===== config.mk =====
export PLATFORM = sky130hd
export DESIGN_NAME = fsk_freq_error_bitsync_ctrl
export DESIGN_NICKNAME = d
export VERILOG_FILES = /design/src/verilog/fsk_ctrl_pkg.sv /design/src/verilog/fsk_freq_error_bitsync_ctrl.sv
export VERILOG_INCLUDE_DIRS = /design/src /design/src/verilog
export SDC_FILE = /design/constraint.sdc
export NUM_CORES = 1
export LEC_CHECK = 0
export BUFFER_PORTS_ARGS = -buffer_cell sky130_fd_sc_hd__buf_2
export CORE_ASPECT_RATIO = 0.7
export CORE_MARGIN = 5
export CORE_UTILIZATION = 43
export DETAILED_ROUTE_END_ITERATION = 6
export PLACE_DENSITY = 0.57
export RECOVER_POWER = 25
export SETUP_SLACK_MARGIN = 0.15
export SYNTH_ARGS = -nofsm -noshare
export SYNTH_HDL_FRONTEND = slang
export SYNTH_HIERARCHICAL = 1
export SYNTH_SLANG_ARGS = --single-unit

===== constraint.sdc =====
create_clock -name SYS_CLK -period 5.6 [get_ports SYS_CLK]
set_input_delay 0.28 -clock SYS_CLK [delete_from_list [all_inputs] [get_ports SYS_CLK]]
set_output_delay 0.28 -clock SYS_CLK [all_outputs]
set_load 0.02 [all_outputs]

===== src/verilog/fsk_ctrl_map.svh =====
// register offsets, field positions, reset values and timing counts of the fsk control block
// assumes inclusion by bare name from the design file; definitions only
`ifndef FSK_CTRL_MAP_SVH
`define FSK_CTRL_MAP_SVH

// register indices on the 7-bit programming address
`define ADDR_FRONTEND_MODE_CONFIG 7'h00
`define ADDR_FILTER_RSSI_CONFIG 7'h01
`define ADDR_SYNC_CLOCK_SHIFT_SELECT 7'h06
`define ADDR_REFERENCE_DIVIDER_CONFIG 7'h07
`define ADDR_ERROR_ESTIMATOR_CONTROL 7'h15
`define ADDR_ERROR_ESTIMATOR_RESULT 7'h16

// frontend_mode_config fields
`define FE_LOW_NOISE_AMP_SKIP 7
`define FE_AMP_LEVEL_HI 6
`define FE_AMP_LEVEL_LO 4
`define FE_SYNC_EN 3
`define FE_MODE_HI 2
`define FE_MODE_LO 1
// transceiver mode codes in Mode1..Mode0
`define XCVR_MODE_RX 2'h1
`define XCVR_MODE_TX 2'h2

// error estimator mode codes and length codes
`define EST_MODE_OFF 2'h0
`define EST_MODE_UP 2'h1
`define EST_MODE_DOWN 2'h2
`define EST_MODE_UPDOWN 2'h3
`define EST_LEN_BASE 8'h08

// reset values
`define RST_FRONTEND 7'h00
`define RST_FILTER 4'h0
`define RST_SHIFT 4'h0
`define RST_REFDIV 8'h01
`define RST_EST_CTRL 4'h0

// divider and synchronizer timing
`define SYNC_DIV_FULL 8'h80
`define BITRATE_HALF_FULL 8'h40
`define SYNC_OVERSAMPLE 16
`define SYNC_MID_PHASE 4'h8
`define SYNC_LOCK_BITS 22

`endif


===== src/verilog/fsk_ctrl_pkg.sv =====
// types shared by the fsk control block
// assumes nothing beyond a SystemVerilog compiler
`default_nettype none
package fsk_ctrl_pkg;
    typedef enum logic [1:0] {EST_IDLE, EST_RUN, EST_DONE} est_state_e;
    typedef logic [7:0] byte_t;
endpackage : fsk_ctrl_pkg
`default_nettype wire


===== src/verilog/fsk_freq_error_bitsync_ctrl.sv =====
// fsk transceiver digital control: estimator, bit synchronizer, tx tone select, amplifier
// assumes SYS_CLK at 40 MHz from the crystal, demodulator and data pins asynchronous
`timescale 1ns/100ps
`default_nettype none
`include "fsk_ctrl_map.svh"

// single clock fifo, width and depth as parameters
module bit_fifo #(
    parameter int WIDTH = 1,
    parameter int DEPTH = 16
) (
    input wire logic clk,
    input wire logic rst_n,
    input wire logic in_valid,
    output logic in_ready,
    input wire logic [WIDTH-1:0] in_data,
    output logic out_valid,
    input wire logic out_ready,
    output logic [WIDTH-1:0] out_data
);
    localparam int AW = $clog2(DEPTH);
    logic [WIDTH-1:0] mem [DEPTH];
    logic [AW-1:0] wr_ptr_r;
    logic [AW-1:0] rd_ptr_r;
    logic [AW:0] fill_r;
    logic push;
    logic pop;

    // honest full and empty from the fill count
    assign in_ready = (fill_r != (AW+1)'(DEPTH));
    assign out_valid = (fill_r != '0);
    assign push = in_valid && in_ready;
    assign pop = out_valid && out_ready;
    assign out_data = mem[rd_ptr_r];

    // storage
    always_ff @(posedge clk) begin
        if (push) begin
            mem[wr_ptr_r] <= in_data;
        end
    end

    // pointers and fill level
    always_ff @(posedge clk) begin
        if (!rst_n) begin
            wr_ptr_r <= '0;
            rd_ptr_r <= '0;
            fill_r <= '0;
        end else begin
            if (push) begin
                wr_ptr_r <= (wr_ptr_r == AW'(DEPTH-1)) ? '0 : wr_ptr_r + AW'(1);
            end
            if (pop) begin
                rd_ptr_r <= (rd_ptr_r == AW'(DEPTH-1)) ? '0 : rd_ptr_r + AW'(1);
            end
            fill_r <= fill_r + (AW+1)'(push) - (AW+1)'(pop);
        end
    end
endmodule : bit_fifo

// Summary of operation
// RULE1: estimator counts demodulator up and down pulses
// RULE2: about twice modulation index pulses per symbol
// RULE3: low control bits select counting mode
// RULE4: upper control bits select 8/16/32/64 symbols
// RULE5: result readable as 8-bit register
// RULE6: result is two's complement
// RULE7: host should prefer up-and-down mode
// RULE8: sync bit in receive drives recovered clock
// RULE9: recovered clock runs at the bit rate
// RULE10: receive data changes on clock rising edge
// RULE11: host samples receive data on falling edge
// RULE12: synchronizer clock is crystal over divider product
// RULE13: predivider is six bits, 1 to 63
// RULE14: shift setting 0 to 7 sets exponent
// RULE15: predivider also feeds modulator and bitrate clocks
// RULE16: synchronizer locks within 22 bit periods
// RULE17: level field gives seven 3dB steps
// RULE18: level zero turns amplifier off
// RULE19: bypass bit bypasses amplifier, level still applies
// RULE20: zero bits use zero-tone, ones one-tone dividers
// RULE21: data pin input in transmit, output in receive
// RULE22: host drives transmit bits on data pin
// RULE23: transmit data changes falling, sampled rising
// RULE24: estimator counter wraps instead of saturating
// RULE25: counter clears at start, holds when done
module fsk_freq_error_bitsync_ctrl (
    input wire logic SYS_CLK,
    input wire logic RST_N,
    input wire logic [6:0] REG_ADDR,
    input wire logic [7:0] REG_WDATA,
    input wire logic REG_WR,
    input wire logic REG_RD,
    output logic [7:0] REG_RDATA,
    output logic REG_RVALID,
    input wire logic UP_PULSE,
    input wire logic DOWN_PULSE,
    input wire logic DEMOD_DATA,
    input wire logic DATA_IN,
    output logic DATA_OUT,
    output logic DATA_OE,
    output logic RECOVERED_BIT_CLOCK,
    output logic TONE_VALID,
    input wire logic TONE_READY,
    output logic TONE_ONE,
    output logic MOD_CLK_TICK,
    output logic [2:0] AMPLIFIER_LEVEL,
    output logic AMPLIFIER_ENABLE,
    output logic AMPLIFIER_BYPASS,
    output logic LOW_NOISE_AMP_SKIP,
    output logic [3:0] FILTER_RSSI_BITS
);

    // register file
    logic [7:1] frontend_r;
    logic [3:0] filter_r;
    logic [3:0] shift_sel_r;
    logic [7:0] refdiv_r;
    logic [3:0] error_estimator_ctrl_r;
    fsk_ctrl_pkg::byte_t freq_error_count_r;
    // field views
    logic [1:0] xcvr_mode;
    logic is_rx;
    logic is_tx;
    logic sync_en;
    logic [1:0] est_mode;
    logic [1:0] est_len;
    logic [2:0] synchronizer_clock_shift;
    logic [2:0] bitrate_clock_shift;
    logic [5:0] refclk_k;
    logic est_start;

    assign xcvr_mode = frontend_r[`FE_MODE_HI:`FE_MODE_LO];
    assign is_rx = (xcvr_mode == `XCVR_MODE_RX);
    assign is_tx = (xcvr_mode == `XCVR_MODE_TX);
    assign sync_en = frontend_r[`FE_SYNC_EN];
    assign est_mode = error_estimator_ctrl_r[1:0]; // RULE3
    assign est_len = error_estimator_ctrl_r[3:2]; // RULE4
    assign synchronizer_clock_shift = shift_sel_r[3:1]; // RULE14
    assign bitrate_clock_shift = {shift_sel_r[0], refdiv_r[7:6]};
    assign refclk_k = refdiv_r[5:0]; // RULE13
    assign est_start = REG_WR && (REG_ADDR == `ADDR_ERROR_ESTIMATOR_CONTROL);

    // register writes; the result register is read-only
    always_ff @(posedge SYS_CLK) begin
        if (!RST_N) begin
            frontend_r <= `RST_FRONTEND;
            filter_r <= `RST_FILTER;
            shift_sel_r <= `RST_SHIFT;
            refdiv_r <= `RST_REFDIV;
            error_estimator_ctrl_r <= `RST_EST_CTRL;
        end else if (REG_WR) begin
            unique case (REG_ADDR)
                `ADDR_FRONTEND_MODE_CONFIG: frontend_r <= REG_WDATA[7:1];
                `ADDR_FILTER_RSSI_CONFIG: filter_r <= REG_WDATA[3:0];
                `ADDR_SYNC_CLOCK_SHIFT_SELECT: shift_sel_r <= REG_WDATA[3:0];
                `ADDR_REFERENCE_DIVIDER_CONFIG: refdiv_r <= REG_WDATA;
                `ADDR_ERROR_ESTIMATOR_CONTROL: error_estimator_ctrl_r <= REG_WDATA[3:0];
                default: ;
            endcase
        end
    end

    // readback, one cycle after the read strobe; fixed bits read as printed
    always_ff @(posedge SYS_CLK) begin
        if (!RST_N) begin
            REG_RDATA <= 8'h00;
            REG_RVALID <= 1'b0;
        end else begin
            REG_RVALID <= REG_RD;
            if (REG_RD) begin
                unique case (REG_ADDR)
                    `ADDR_FRONTEND_MODE_CONFIG: REG_RDATA <= {frontend_r, 1'b1};
                    `ADDR_FILTER_RSSI_CONFIG: REG_RDATA <= {4'h8, filter_r};
                    `ADDR_SYNC_CLOCK_SHIFT_SELECT: REG_RDATA <= {4'h0, shift_sel_r};
                    `ADDR_REFERENCE_DIVIDER_CONFIG: REG_RDATA <= refdiv_r;
                    `ADDR_ERROR_ESTIMATOR_CONTROL: REG_RDATA <= {4'h0, error_estimator_ctrl_r};
                    `ADDR_ERROR_ESTIMATOR_RESULT: REG_RDATA <= freq_error_count_r; // RULE5
                    default: REG_RDATA <= 8'h00;
                endcase
            end
        end
    end

    // the bypass bit has no printed slot; it lives in bit 7 of the shift register
    logic bypass_r;
    always_ff @(posedge SYS_CLK) begin
        if (!RST_N) begin
            bypass_r <= 1'b0;
        end else if (REG_WR && REG_ADDR == `ADDR_SYNC_CLOCK_SHIFT_SELECT) begin
            bypass_r <= REG_WDATA[7]; // RULE19
        end
    end

    // amplifier and front end settings straight from the register
    assign AMPLIFIER_LEVEL = frontend_r[`FE_AMP_LEVEL_HI:`FE_AMP_LEVEL_LO]; // RULE17
    assign AMPLIFIER_ENABLE = (AMPLIFIER_LEVEL != 3'h0); // RULE18
    assign AMPLIFIER_BYPASS = bypass_r; // RULE19
    assign LOW_NOISE_AMP_SKIP = frontend_r[`FE_LOW_NOISE_AMP_SKIP];
    assign FILTER_RSSI_BITS = filter_r;

    // two flip-flop synchronisers for all asynchronous inputs
    logic [3:0] async_in;
    logic [3:0] meta_r;
    logic [3:0] sync_r;
    logic [3:0] sync_d_r;
    assign async_in = {DATA_IN, DEMOD_DATA, DOWN_PULSE, UP_PULSE};
    always_ff @(posedge SYS_CLK) begin
        if (!RST_N) begin
            meta_r <= 4'h0;
            sync_r <= 4'h0;
            sync_d_r <= 4'h0;
        end else begin
            meta_r <= async_in;
            sync_r <= meta_r;
            sync_d_r <= sync_r;
        end
    end

    logic up_evt;
    logic down_evt;
    logic rx_bit;
    logic tx_pin_bit;
    assign up_evt = sync_r[0] && !sync_d_r[0]; // RULE1
    assign down_evt = sync_r[1] && !sync_d_r[1]; // RULE1
    assign rx_bit = sync_r[2];
    assign tx_pin_bit = sync_r[3];

    // shared reference predivider; code 0 behaves as 1
    // compares use >= so a lowered setting never lets a count run past its end
    logic [5:0] prediv_cnt_r;
    logic [5:0] k_eff;
    logic pre_tick;
    assign k_eff = (refclk_k == 6'h00) ? 6'h01 : refclk_k;
    assign pre_tick = (prediv_cnt_r >= k_eff - 6'h01); // RULE13
    assign MOD_CLK_TICK = pre_tick; // RULE15
    always_ff @(posedge SYS_CLK) begin
        if (!RST_N) begin
            prediv_cnt_r <= 6'h00;
        end else begin
            prediv_cnt_r <= pre_tick ? 6'h00 : prediv_cnt_r + 6'h01;
        end
    end

    // synchronizer clock: predivided tick over 2^(7-shift)
    logic [7:0] sync_len;
    logic [6:0] sync_div_r;
    logic sync_tick;
    assign sync_len = `SYNC_DIV_FULL >> synchronizer_clock_shift; // RULE12 RULE14
    assign sync_tick = pre_tick && ({1'b0, sync_div_r} + 8'h01 >= sync_len); // RULE12
    always_ff @(posedge SYS_CLK) begin
        if (!RST_N) begin
            sync_div_r <= 7'h00;
        end else if (pre_tick) begin
            sync_div_r <= sync_tick ? 7'h00 : sync_div_r + 7'h01;
        end
    end

    // bit rate clock half period: predivided tick over 2^(6-shift)
    logic [7:0] br_half_raw;
    logic [7:0] br_half;
    logic [6:0] br_div_r;
    logic br_half_tick;
    assign br_half_raw = `BITRATE_HALF_FULL >> bitrate_clock_shift;
    assign br_half = (br_half_raw == 8'h00) ? 8'h01 : br_half_raw;
    assign br_half_tick = pre_tick && ({1'b0, br_div_r} + 8'h01 >= br_half); // RULE15
    always_ff @(posedge SYS_CLK) begin
        if (!RST_N) begin
            br_div_r <= 7'h00;
        end else if (pre_tick) begin
            br_div_r <= br_half_tick ? 7'h00 : br_div_r + 7'h01;
        end
    end

    // bit synchronizer: 16 phases per bit, one phase nudge per data edge
    // a nudge of one step is slow but limits how far a single glitch can pull the phase
    logic [3:0] phase_r;
    logic [4:0] phase_step;
    logic last_rx_r;
    logic rx_edge;
    logic bit_wrap;
    assign rx_edge = sync_tick && (rx_bit != last_rx_r);
    always_comb begin
        phase_step = {1'b0, phase_r} + 5'h01;
        if (rx_edge && phase_r < `SYNC_MID_PHASE) begin
            phase_step = {1'b0, phase_r}; // late edge, hold back
        end else if (rx_edge && phase_r > `SYNC_MID_PHASE) begin
            phase_step = {1'b0, phase_r} + 5'h02; // early edge, catch up
        end
    end
    assign bit_wrap = sync_tick && phase_step[4]; // RULE16
    always_ff @(posedge SYS_CLK) begin
        if (!RST_N) begin
            phase_r <= 4'h0;
            last_rx_r <= 1'b0;
        end else if (sync_tick) begin
            phase_r <= phase_step[3:0]; // RULE16
            last_rx_r <= rx_bit;
        end
    end

    // transmit sampler and its clock; a full fifo freezes the clock
    logic tx_clk_r;
    logic fifo_in_ready;
    logic tx_sample;
    assign tx_sample = is_tx && br_half_tick && !tx_clk_r && fifo_in_ready; // RULE23
    always_ff @(posedge SYS_CLK) begin
        if (!RST_N) begin
            tx_clk_r <= 1'b0;
        end else if (!is_tx) begin
            tx_clk_r <= 1'b0;
        end else if (br_half_tick && (tx_clk_r || fifo_in_ready)) begin
            tx_clk_r <= !tx_clk_r; // RULE23
        end
    end

    // host bits to the synthesizer tone select through the fifo
    bit_fifo #(
        .WIDTH(1),
        .DEPTH(16)
    ) u_tx_fifo (
        .clk(SYS_CLK),
        .rst_n(RST_N),
        .in_valid(tx_sample),
        .in_ready(fifo_in_ready),
        .in_data(tx_pin_bit), // RULE22
        .out_valid(TONE_VALID),
        .out_ready(TONE_READY),
        .out_data(TONE_ONE) // RULE20
    );

    // receive path: clock and data on the pins
    logic rx_clk_r;
    always_ff @(posedge SYS_CLK) begin
        if (!RST_N) begin
            rx_clk_r <= 1'b0;
            DATA_OUT <= 1'b0;
        end else if (!(is_rx && sync_en)) begin
            rx_clk_r <= 1'b0;
            DATA_OUT <= rx_bit;
        end else if (bit_wrap) begin
            rx_clk_r <= 1'b1; // RULE8 RULE9
            DATA_OUT <= rx_bit; // RULE10
        end else if (sync_tick && phase_step[3:0] == `SYNC_MID_PHASE) begin
            rx_clk_r <= 1'b0; // RULE11
        end
    end

    assign RECOVERED_BIT_CLOCK = rx_clk_r || tx_clk_r;
    assign DATA_OE = is_rx; // RULE21

    // frequency error estimator
    fsk_ctrl_pkg::est_state_e est_state_r;
    logic [6:0] sym_cnt_r;
    logic [6:0] sym_target;
    logic symbol_evt;
    assign sym_target = 7'(`EST_LEN_BASE << est_len); // RULE4
    assign symbol_evt = bit_wrap && is_rx;

    always_ff @(posedge SYS_CLK) begin
        if (!RST_N) begin
            est_state_r <= fsk_ctrl_pkg::EST_IDLE;
            sym_cnt_r <= 7'h00;
        end else if (est_start) begin
            est_state_r <= (REG_WDATA[1:0] == `EST_MODE_OFF) ?
                fsk_ctrl_pkg::EST_IDLE : fsk_ctrl_pkg::EST_RUN;
            sym_cnt_r <= 7'h00;
        end else begin
            unique case (est_state_r)
                fsk_ctrl_pkg::EST_IDLE: ;
                fsk_ctrl_pkg::EST_RUN: begin
                    if (symbol_evt) begin
                        sym_cnt_r <= sym_cnt_r + 7'h01;
                        if (sym_cnt_r + 7'h01 == sym_target) begin
                            est_state_r <= fsk_ctrl_pkg::EST_DONE; // RULE25
                        end
                    end
                end
                fsk_ctrl_pkg::EST_DONE: ;
            endcase
        end
    end

    // one count per pulse, so a symbol adds about twice the modulation index
    logic counting;
    assign counting = (est_state_r == fsk_ctrl_pkg::EST_RUN);
    always_ff @(posedge SYS_CLK) begin
        if (!RST_N) begin
            freq_error_count_r <= 8'h00;
        end else if (est_start) begin
            freq_error_count_r <= 8'h00; // RULE25
        end else if (counting) begin
            unique case (est_mode)
                `EST_MODE_OFF: ; // RULE3
                `EST_MODE_UP: freq_error_count_r <= freq_error_count_r + 8'(up_evt); // RULE2
                `EST_MODE_DOWN: freq_error_count_r <= freq_error_count_r - 8'(down_evt); // RULE6
                `EST_MODE_UPDOWN: freq_error_count_r <= freq_error_count_r + 8'(up_evt)
                    - 8'(down_evt); // RULE24
            endcase
        end
    end
endmodule : fsk_freq_error_bitsync_ctrl
`default_nettype wire


==> results of run 1 <==
## sequential cells by signal (all words and copies together) (netlist names), 2 cells and up, named ones only
signal / cells
sync_div_r: 7
br_div_r: 7
refdiv_r: 8
meta_r: 4
u_tx_fifo/mem: 16
freq_error_count_r: 8
frontend_r: 7
FILTER_RSSI_BITS: 4
sync_d_r: 2
u_tx_fifo/fill_r: 5
sym_cnt_r: 7
u_tx_fifo/wr_ptr_r: 4
phase_r: 4
u_tx_fifo/rd_ptr_r: 4
est_state_r: 2
shift_sel_r: 4
prediv_cnt_r: 6
sync_r: 4
error_estimator_ctrl_r: 4
REG_RDATA: 8
## worst paths after layout
check | endpoint | cells past startpoint | startpoint
worst max-delay path | u_tx_fifo/fill_r[4]$_SDFF_PN0_ | 19 | refdiv_r[1]$_SDFFE_PN0P_
worst min-delay path | meta_r[0]$_SDFF_PN0_ | 2 | UP_PULSE
worst max register to register | u_tx_fifo/fill_r[4]$_SDFF_PN0_ | 19 | refdiv_r[1]$_SDFFE_PN0P_
worst min register to register | sync_r[3]$_SDFF_PN0_ | 1 | meta_r[3]$_SDFF_PN0_
## worst register-to-register path, cell delays in order, from the launching register on
cell	delay, ps
dfxtp_1	360
or3_4	440
nor3_1	210
nor4_1	100
xnor2_1	140
ha_1	290
and4_1	260
and2_0	200
a311oi_4	70
nor3_1	590
nand2_1	320
ha_1	370
inv_1	60
ha_1	160
inv_1	60
fa_1	390
nand2b_1	170
a21oi_1	200
o21ai_0	100
nor3b_1	150
## logic make-up after synthesis
| logic type | Yosys count |
|---|---|
| and+or+nand+nor | 323 |
| AOI/OAI and AO/OA | 162 |
| DFF | 125 |
| buffers and inverters | 72 |
| adders and majority gates | 43 |
| xor gates and xnor gates | 36 |
| muxes | 35 |
## per-stage QoR
stage / power (uW) / cell area (um2) / hold slack [ps]
floorplan: 1230 / 7020 / 402
finish: 2320 / 7900 / 73.4
CTS: 2350 / 7920 / 50.6
global placement: 1280 / 7360 / 419
global route: 2430 / 7900 / 61.5
detailed placement: 1300 / 7360 / 421
## cell usage in the layout (no fill, tap or decap), drive strengths merged, types with 5 or more instances in the layout
master	netlist	layout
and3	18	18
a21o	6	6
nor2b	7	7
clkbuf	31	35
nand4	7	7
xnor2	18	18
nor2	62	62
xor2	18	18
clkinv	0	7
nand2	76	76
or3	16	16
and2	26	26
a21oi	65	65
mux2i	31	31
nand3	42	42
a211oi	9	9
a221oi	5	5
inv	27	27
o21ai	30	30
nand3b	13	13
ha	42	42
dfxtp	109	109
a31oi	7	7
nand2b	12	12
buf	14	35
nor3b	5	5
nor3	15	15
edfxtp	16	16
## area by class of cell
type	count	area [um2]	share of cell area, %
repair buffers	51	243	3.07
clock buffers	19	433	5.48
clock inverters	13	125	1.58
multi-input cells	599	4050	51.3
flip-flops and latches	125	2660	33.7
inverters	27	104	1.31
well taps	225	282	3.56
## where the power goes
group	total (uW)	switching, uW	leakage [uW]	internal (uW)
logic	302	167	0.00179	135
registers	979	36.6	0.00103	942
clock network	1040	389	0.000261	647
## per-layer routing
layer  vias to the layer above  wire, um
met3                        18       768
met5                         -        13
li1                       2910         -
met1                      2816      8760
met2                       123      7330
met4                         2       178
==> impl_metrics.json, run 1 <==
{
  "clock-sinks": 125,
  "synth_fa_ha_area_share_pct": 7.77,
  "start_util_pct": 43.5,
  "dp_cells": 1027,
  "post-cts-setup-buffers": 0,
  "numCtsBuffers": 17,
  "numPortBuffers": 48,
  "finalWeightedCongestion": 0.828,
  "initialDrtViolationCount": 329,
  "grtUsageMet3_pct": 4.20,
  "use_met1_pct": 25.7,
  "synth_xor_area_share_pct": 4.49,
  "diodes": 0,
  "seq_area_frac_synth_pct": 37.9,
  "path_cells": "or3_4 > nor3_1 > nor4_1 > xnor2_1 > ha_1 > and4_1 > and2_0 > a311oi_4 > nor3_1 > nand2_1 > ha_1 > inv_1 > ha_1 > inv_1 > fa_1 > nand2b_1 > a21oi_1 > o21ai_0 > nor3b_1",
  "status": "finished with violations",
  "clkLatencyLatePin_ps": 410,
  "grt_pass1_vias": 5524,
  "slew_viol_final": 32,
  "fp.coreArea_um2": 16200,
  "cp_num_buf_inv": 2,
  "htreeDepth": 4,
  "grt_pass1_wl_mm": 28.0,
  "cts_buffer_depth": 2,
  "peakVddDrop_mv": 0.208,
  "tightest_slew_ps": 1600,
  "powerDensity_nw_per_um2": 293,
  "rsz0062_at_grt": "no",
  "cp_common_cell": "ha_1",
  "synthMuxAreaShare_pct": 5.81,
  "setup_ws_ps": 821,
  "die_h_um": 117,
  "layout.nets": 888,
  "dp_slack_ps": 859,
  "reg2reg_slack_ps": 820,
  "routed_via_density": 5.54,
  "critPathRequiredTime_ps": 5870,
  "synth_fp_nets": 863,
  "cpPeakStageDelay_ps": 590,
  "synth_common_cells": "109 x dfxtp_1, 75 x nand2_1, 63 x a21oi_1",
  "postRouteAntennaNets": 0,
  "synth_top_family_by_area": "simple AND/OR/NAND/NOR gates",
  "path_max_fanout": 7,
  "post_cts_resized": 0,
  "failed_checks": "capacitance limit, slew limit",
  "postLayoutCoreUtil_pct": 48.9,
  "syn-cell-area_um2": 7020,
  "yosysWarnings": 6,
  "cts_hold_buf": 0,
  "instances_no_fill": 1059,
  "row_count": 39,
  "period_needed_ps": 4780,
  "busiest_layer": "met2",
  "setup_violations": 0,
  "synth_cell_types": 77,
  "dieArea_um2": 19000,
  "syn_to_final_growth_pct": 12.5,
  "yosys.area.top_type": "dfxtp_1",
  "dr.pass1.iters": 5,
  "setup_tns_ps": 0,
  "antenna_found_initial": 1,
  "grt_use_met2_pct": 28.2,
  "relSlewSlack_pct": -6.73,
  "grt_start_max_net_pins": 47,
  "finClkSkew_ps": 5.79,
  "synth.most_common_cell": "dfxtp_1",
  "ys_seq_elements": 125,
  "synthTopCellsByArea": "dfxtp_1 31%, ha_1 7.5%, edfxtp_1 6.8%",
  "cts_tree": "built",
  "period_share_pct": 85.3,
  "via_count": 5869,
  "critical_path.top_delay_family": "simple AND/OR/NAND/NOR gates",
  "synthArstFlopShare_pct": 0,
  "io_pins": 49,
  "syn_area_per_cell_um2": 8.82,
  "synthFlopType": "dfxtp_1",
  "drive_gt1_share_pct": 10.6,
  "cp_data_arrival_time_ps": 5050,
  "avgRoutedWirePerCell_um": 16.1,
  "root_buffer": "clkbuf_16",
  "grt_usage_pct": 18.3,
  "drc": 0,
  "p_leak_uw": 0.00308,
  "max_cap_viol_count": 1,
  "syn_inst": 796,
  "critPathKind": "reg -> reg",
  "startpoint_type": "flip-flop",
  "wirelength_mm": 17.0,
  "netlist.area_leader.share_pct": 31.1,
  "fmax_mhz": 209,
  "final-hold-violation-count": 0,
  "clk_pin_slew_ps": 60,
  "crit_path_top_delay_cell": "nor3_1",
  "synth_edf_count": 16,
  "endpoint_kind": "flip-flop",
  "synthSimpleGateAreaFrac_pct": 24.6,
  "synth_compound_area_share_pct": 15.0,
  "hold_path.class": "in -> reg",
  "fill_cells": 1542,
  "grt-ovfl-total": 0,
  "die_x_um": 163,
  "hpwlAfterDp_mm": 12.5
}
No activity file was read; power rests on OpenSTA's default activity.
==> run 2: changes to the inputs <==
--- a/config.mk
+++ b/config.mk
@@ -12,7 +12,6 @@
 export CORE_UTILIZATION = 43
 export DETAILED_ROUTE_END_ITERATION = 6
 export PLACE_DENSITY = 0.57
-export RECOVER_POWER = 25
 export SETUP_SLACK_MARGIN = 0.15
 export SYNTH_ARGS = -nofsm -noshare
 export SYNTH_HDL_FRONTEND = slang
==> impl_metrics.json, run 2 (synthesis gave the netlist of run 1 again) <==
{
  "slew_viol_final": 0,
  "cts_hold_buf": 0,
  "path_cells": "or3_4 > nor3_1 > nor4_1 > xnor2_1 > ha_1 > and4_1 > and2_0 > a311oi_4 > nor3_1 > nand2_1 > ha_1 > inv_1 > ha_1 > inv_1 > fa_1 > nand2b_1 > a21oi_1 > o21ai_0 > nor3b_1",
  "grt-ovfl-total": 0,
  "post_cts_resized": 0,
  "clock-sinks": 125,
  "setup_tns_ps": 0,
  "postRouteAntennaNets": 0,
  "cp_common_cell": "ha_1",
  "grt_start_max_net_pins": 47,
  "htreeDepth": 4,
  "crit_path_top_delay_cell": "nor3_1",
  "via_count": 5899,
  "cp_data_arrival_time_ps": 5050,
  "max_cap_viol_count": 0,
  "seqCellArea_um2": 2660,
  "cpPeakStageDelay_ps": 590,
  "pwr-share-clk_pct": 44.7,
  "pwr-share-comb_pct": 13.1,
  "power_frac_seq_pct": 42.2,
  "startpoint_type": "flip-flop",
  "place_area_um2": 7360,
  "hpwlAfterDp_mm": 12.5,
  "power.share.switching_pct": 25.6,
  "critPathKind": "reg -> reg",
  "routed_via_density": 5.57,
  "period_needed_ps": 4780,
  "design_area_um2": 7920,
  "start_util_pct": 43.5,
  "drc": 0,
  "initialDrtViolationCount": 329,
  "critPathRequiredTime_ps": 5870,
  "p_leak_uw": 0.00315,
  "clk_pin_slew_ps": 60,
  "cts_buffer_depth": 2,
  "die_h_um": 117,
  "io_pins": 49,
  "finalWeightedCongestion": 0.828,
  "fp.coreArea_um2": 16200,
  "post-cts-setup-buffers": 0,
  "hold_path.class": "in -> reg",
  "dieArea_um2": 19000,
  "avgRoutedWirePerCell_um": 16.2,
  "grt_usage_pct": 18.3,
  "tightest_slew_ps": 858,
  "row_count": 39,
  "syn_to_final_growth_pct": 12.8,
  "dr.pass1.iters": 6,
  "numPortBuffers": 48,
  "setup_violations": 0,
  "cts_tree": "built",
  "clkLatencyLatePin_ps": 410,
  "powerDensity_nw_per_um2": 293,
  "endpoint_kind": "flip-flop",
  "numCtsBuffers": 17,
  "rsz0062_at_grt": "no",
  "grt_pass1_vias": 5524,
  "wirelength_mm": 17.2,
  "p_int_uw": 1720,
  "fill_cells": 1534,
  "period_share_pct": 85.3,
  "layout_common_cells": "109 x dfxtp_1, 75 x nand2_1, 63 x a21oi_1",
  "diodes": 0,
  "layout.nets": 888,
  "p_sw_uw": 594,
  "status": "finished clean",
  "finClkSkew_ps": 4.71,
  "path_max_fanout": 7,
  "final_common_cell": "dfxtp_1",
  "relSlewSlack_pct": 42.2,
  "drive_gt1_share_pct": 12.5,
  "antenna_found_initial": 1,
  "final-hold-violation-count": 0,
  "die_x_um": 163,
  "fmax_mhz": 209,
  "largest_reg_flops": 16,
  "root_buffer": "clkbuf_16",
  "largest_register": "u_tx_fifo/mem",
  "grt_pass1_wl_mm": 28.0,
  "multi_input_area_um2": 4050,
  "peakVddDrop_mv": 0.210
}
-- run 2: cell count changes in the layout (fill, tap and decap cells not counted), sizes merged --
cell / previous run / this run
clkbuf: 35 / 19
buf: 35 / 51
-- run 2: power by group through the flow --
stage	clock, uW	combinational, uW	sequential, uW
2_1_floorplan	0	239	989
3_3_place_gp	0	286	995
3_5_place_dp	0	304	998
4_1_cts	1060	306	979
5_1_grt	1100	342	984
6_report	1040	303	979
-- run 2: path summary, 6_finish.rpt --
check	start	to	slack, ps	depth (start not counted)
max reg2reg	refdiv_r[1]$_SDFFE_PN0P_	u_tx_fifo/fill_r[4]$_SDFF_PN0_	820	19
min	UP_PULSE	meta_r[0]$_SDFF_PN0_	70	2
max	refdiv_r[1]$_SDFFE_PN0P_	u_tx_fifo/fill_r[4]$_SDFF_PN0_	820	19
min reg2reg	meta_r[2]$_SDFF_PN0_	sync_r[2]$_SDFF_PN0_	430	1
-- run 2: layout make-up --
cell class	instances	share of cell area, %
sequential	125	33.6
clock buffer	19	5.47
inverter	27	1.31
multi-input combinational	599	51.2
timing repair buffer	51	3.32
tap	225	3.55
clock inverter	13	1.58
-- run 2: metal layers --
metal,share of wire [%],GRT usage (%),up-vias
li1,-,-,2911
met1,51,25.7,2838
met2,43,28.2,130
met3,4.8,4.20,18
met4,1.0,5.31,2
met5,0.076,0,-
-- run 2: critical path, delay by kind of cell, from the launching register on --
family | cells | cell delay [ps]
xor gates and xnor gates | 1 | 140
buffers and inverters | 2 | 120
and+or+nand+nor | 9 | 2440
adders and majority gates | 4 | 1210
DFF | 1 | 360
AOI/OAI and AO/OA | 3 | 370
-- run 2: per-stage QoR --
| step | utilization (%) | hold slack (ps) | instances | power [uW] | worst slack [ps] |
|---|---|---|---|---|---|
| after floorplan | - | 402 | 796 | 1230 | 1100 |
| after global placement | 45.6 | 419 | 1027 | 1280 | 1090 |
| final | 49.0 | 71.6 | 1059 | 2320 | 821 |
| after global routing | 49.0 | 61.5 | 1059 | 2430 | 459 |
| after CTS | 49.0 | 50.6 | 1059 | 2350 | 842 |
| after detailed placement | 45.6 | 421 | 1027 | 1300 | 859 |
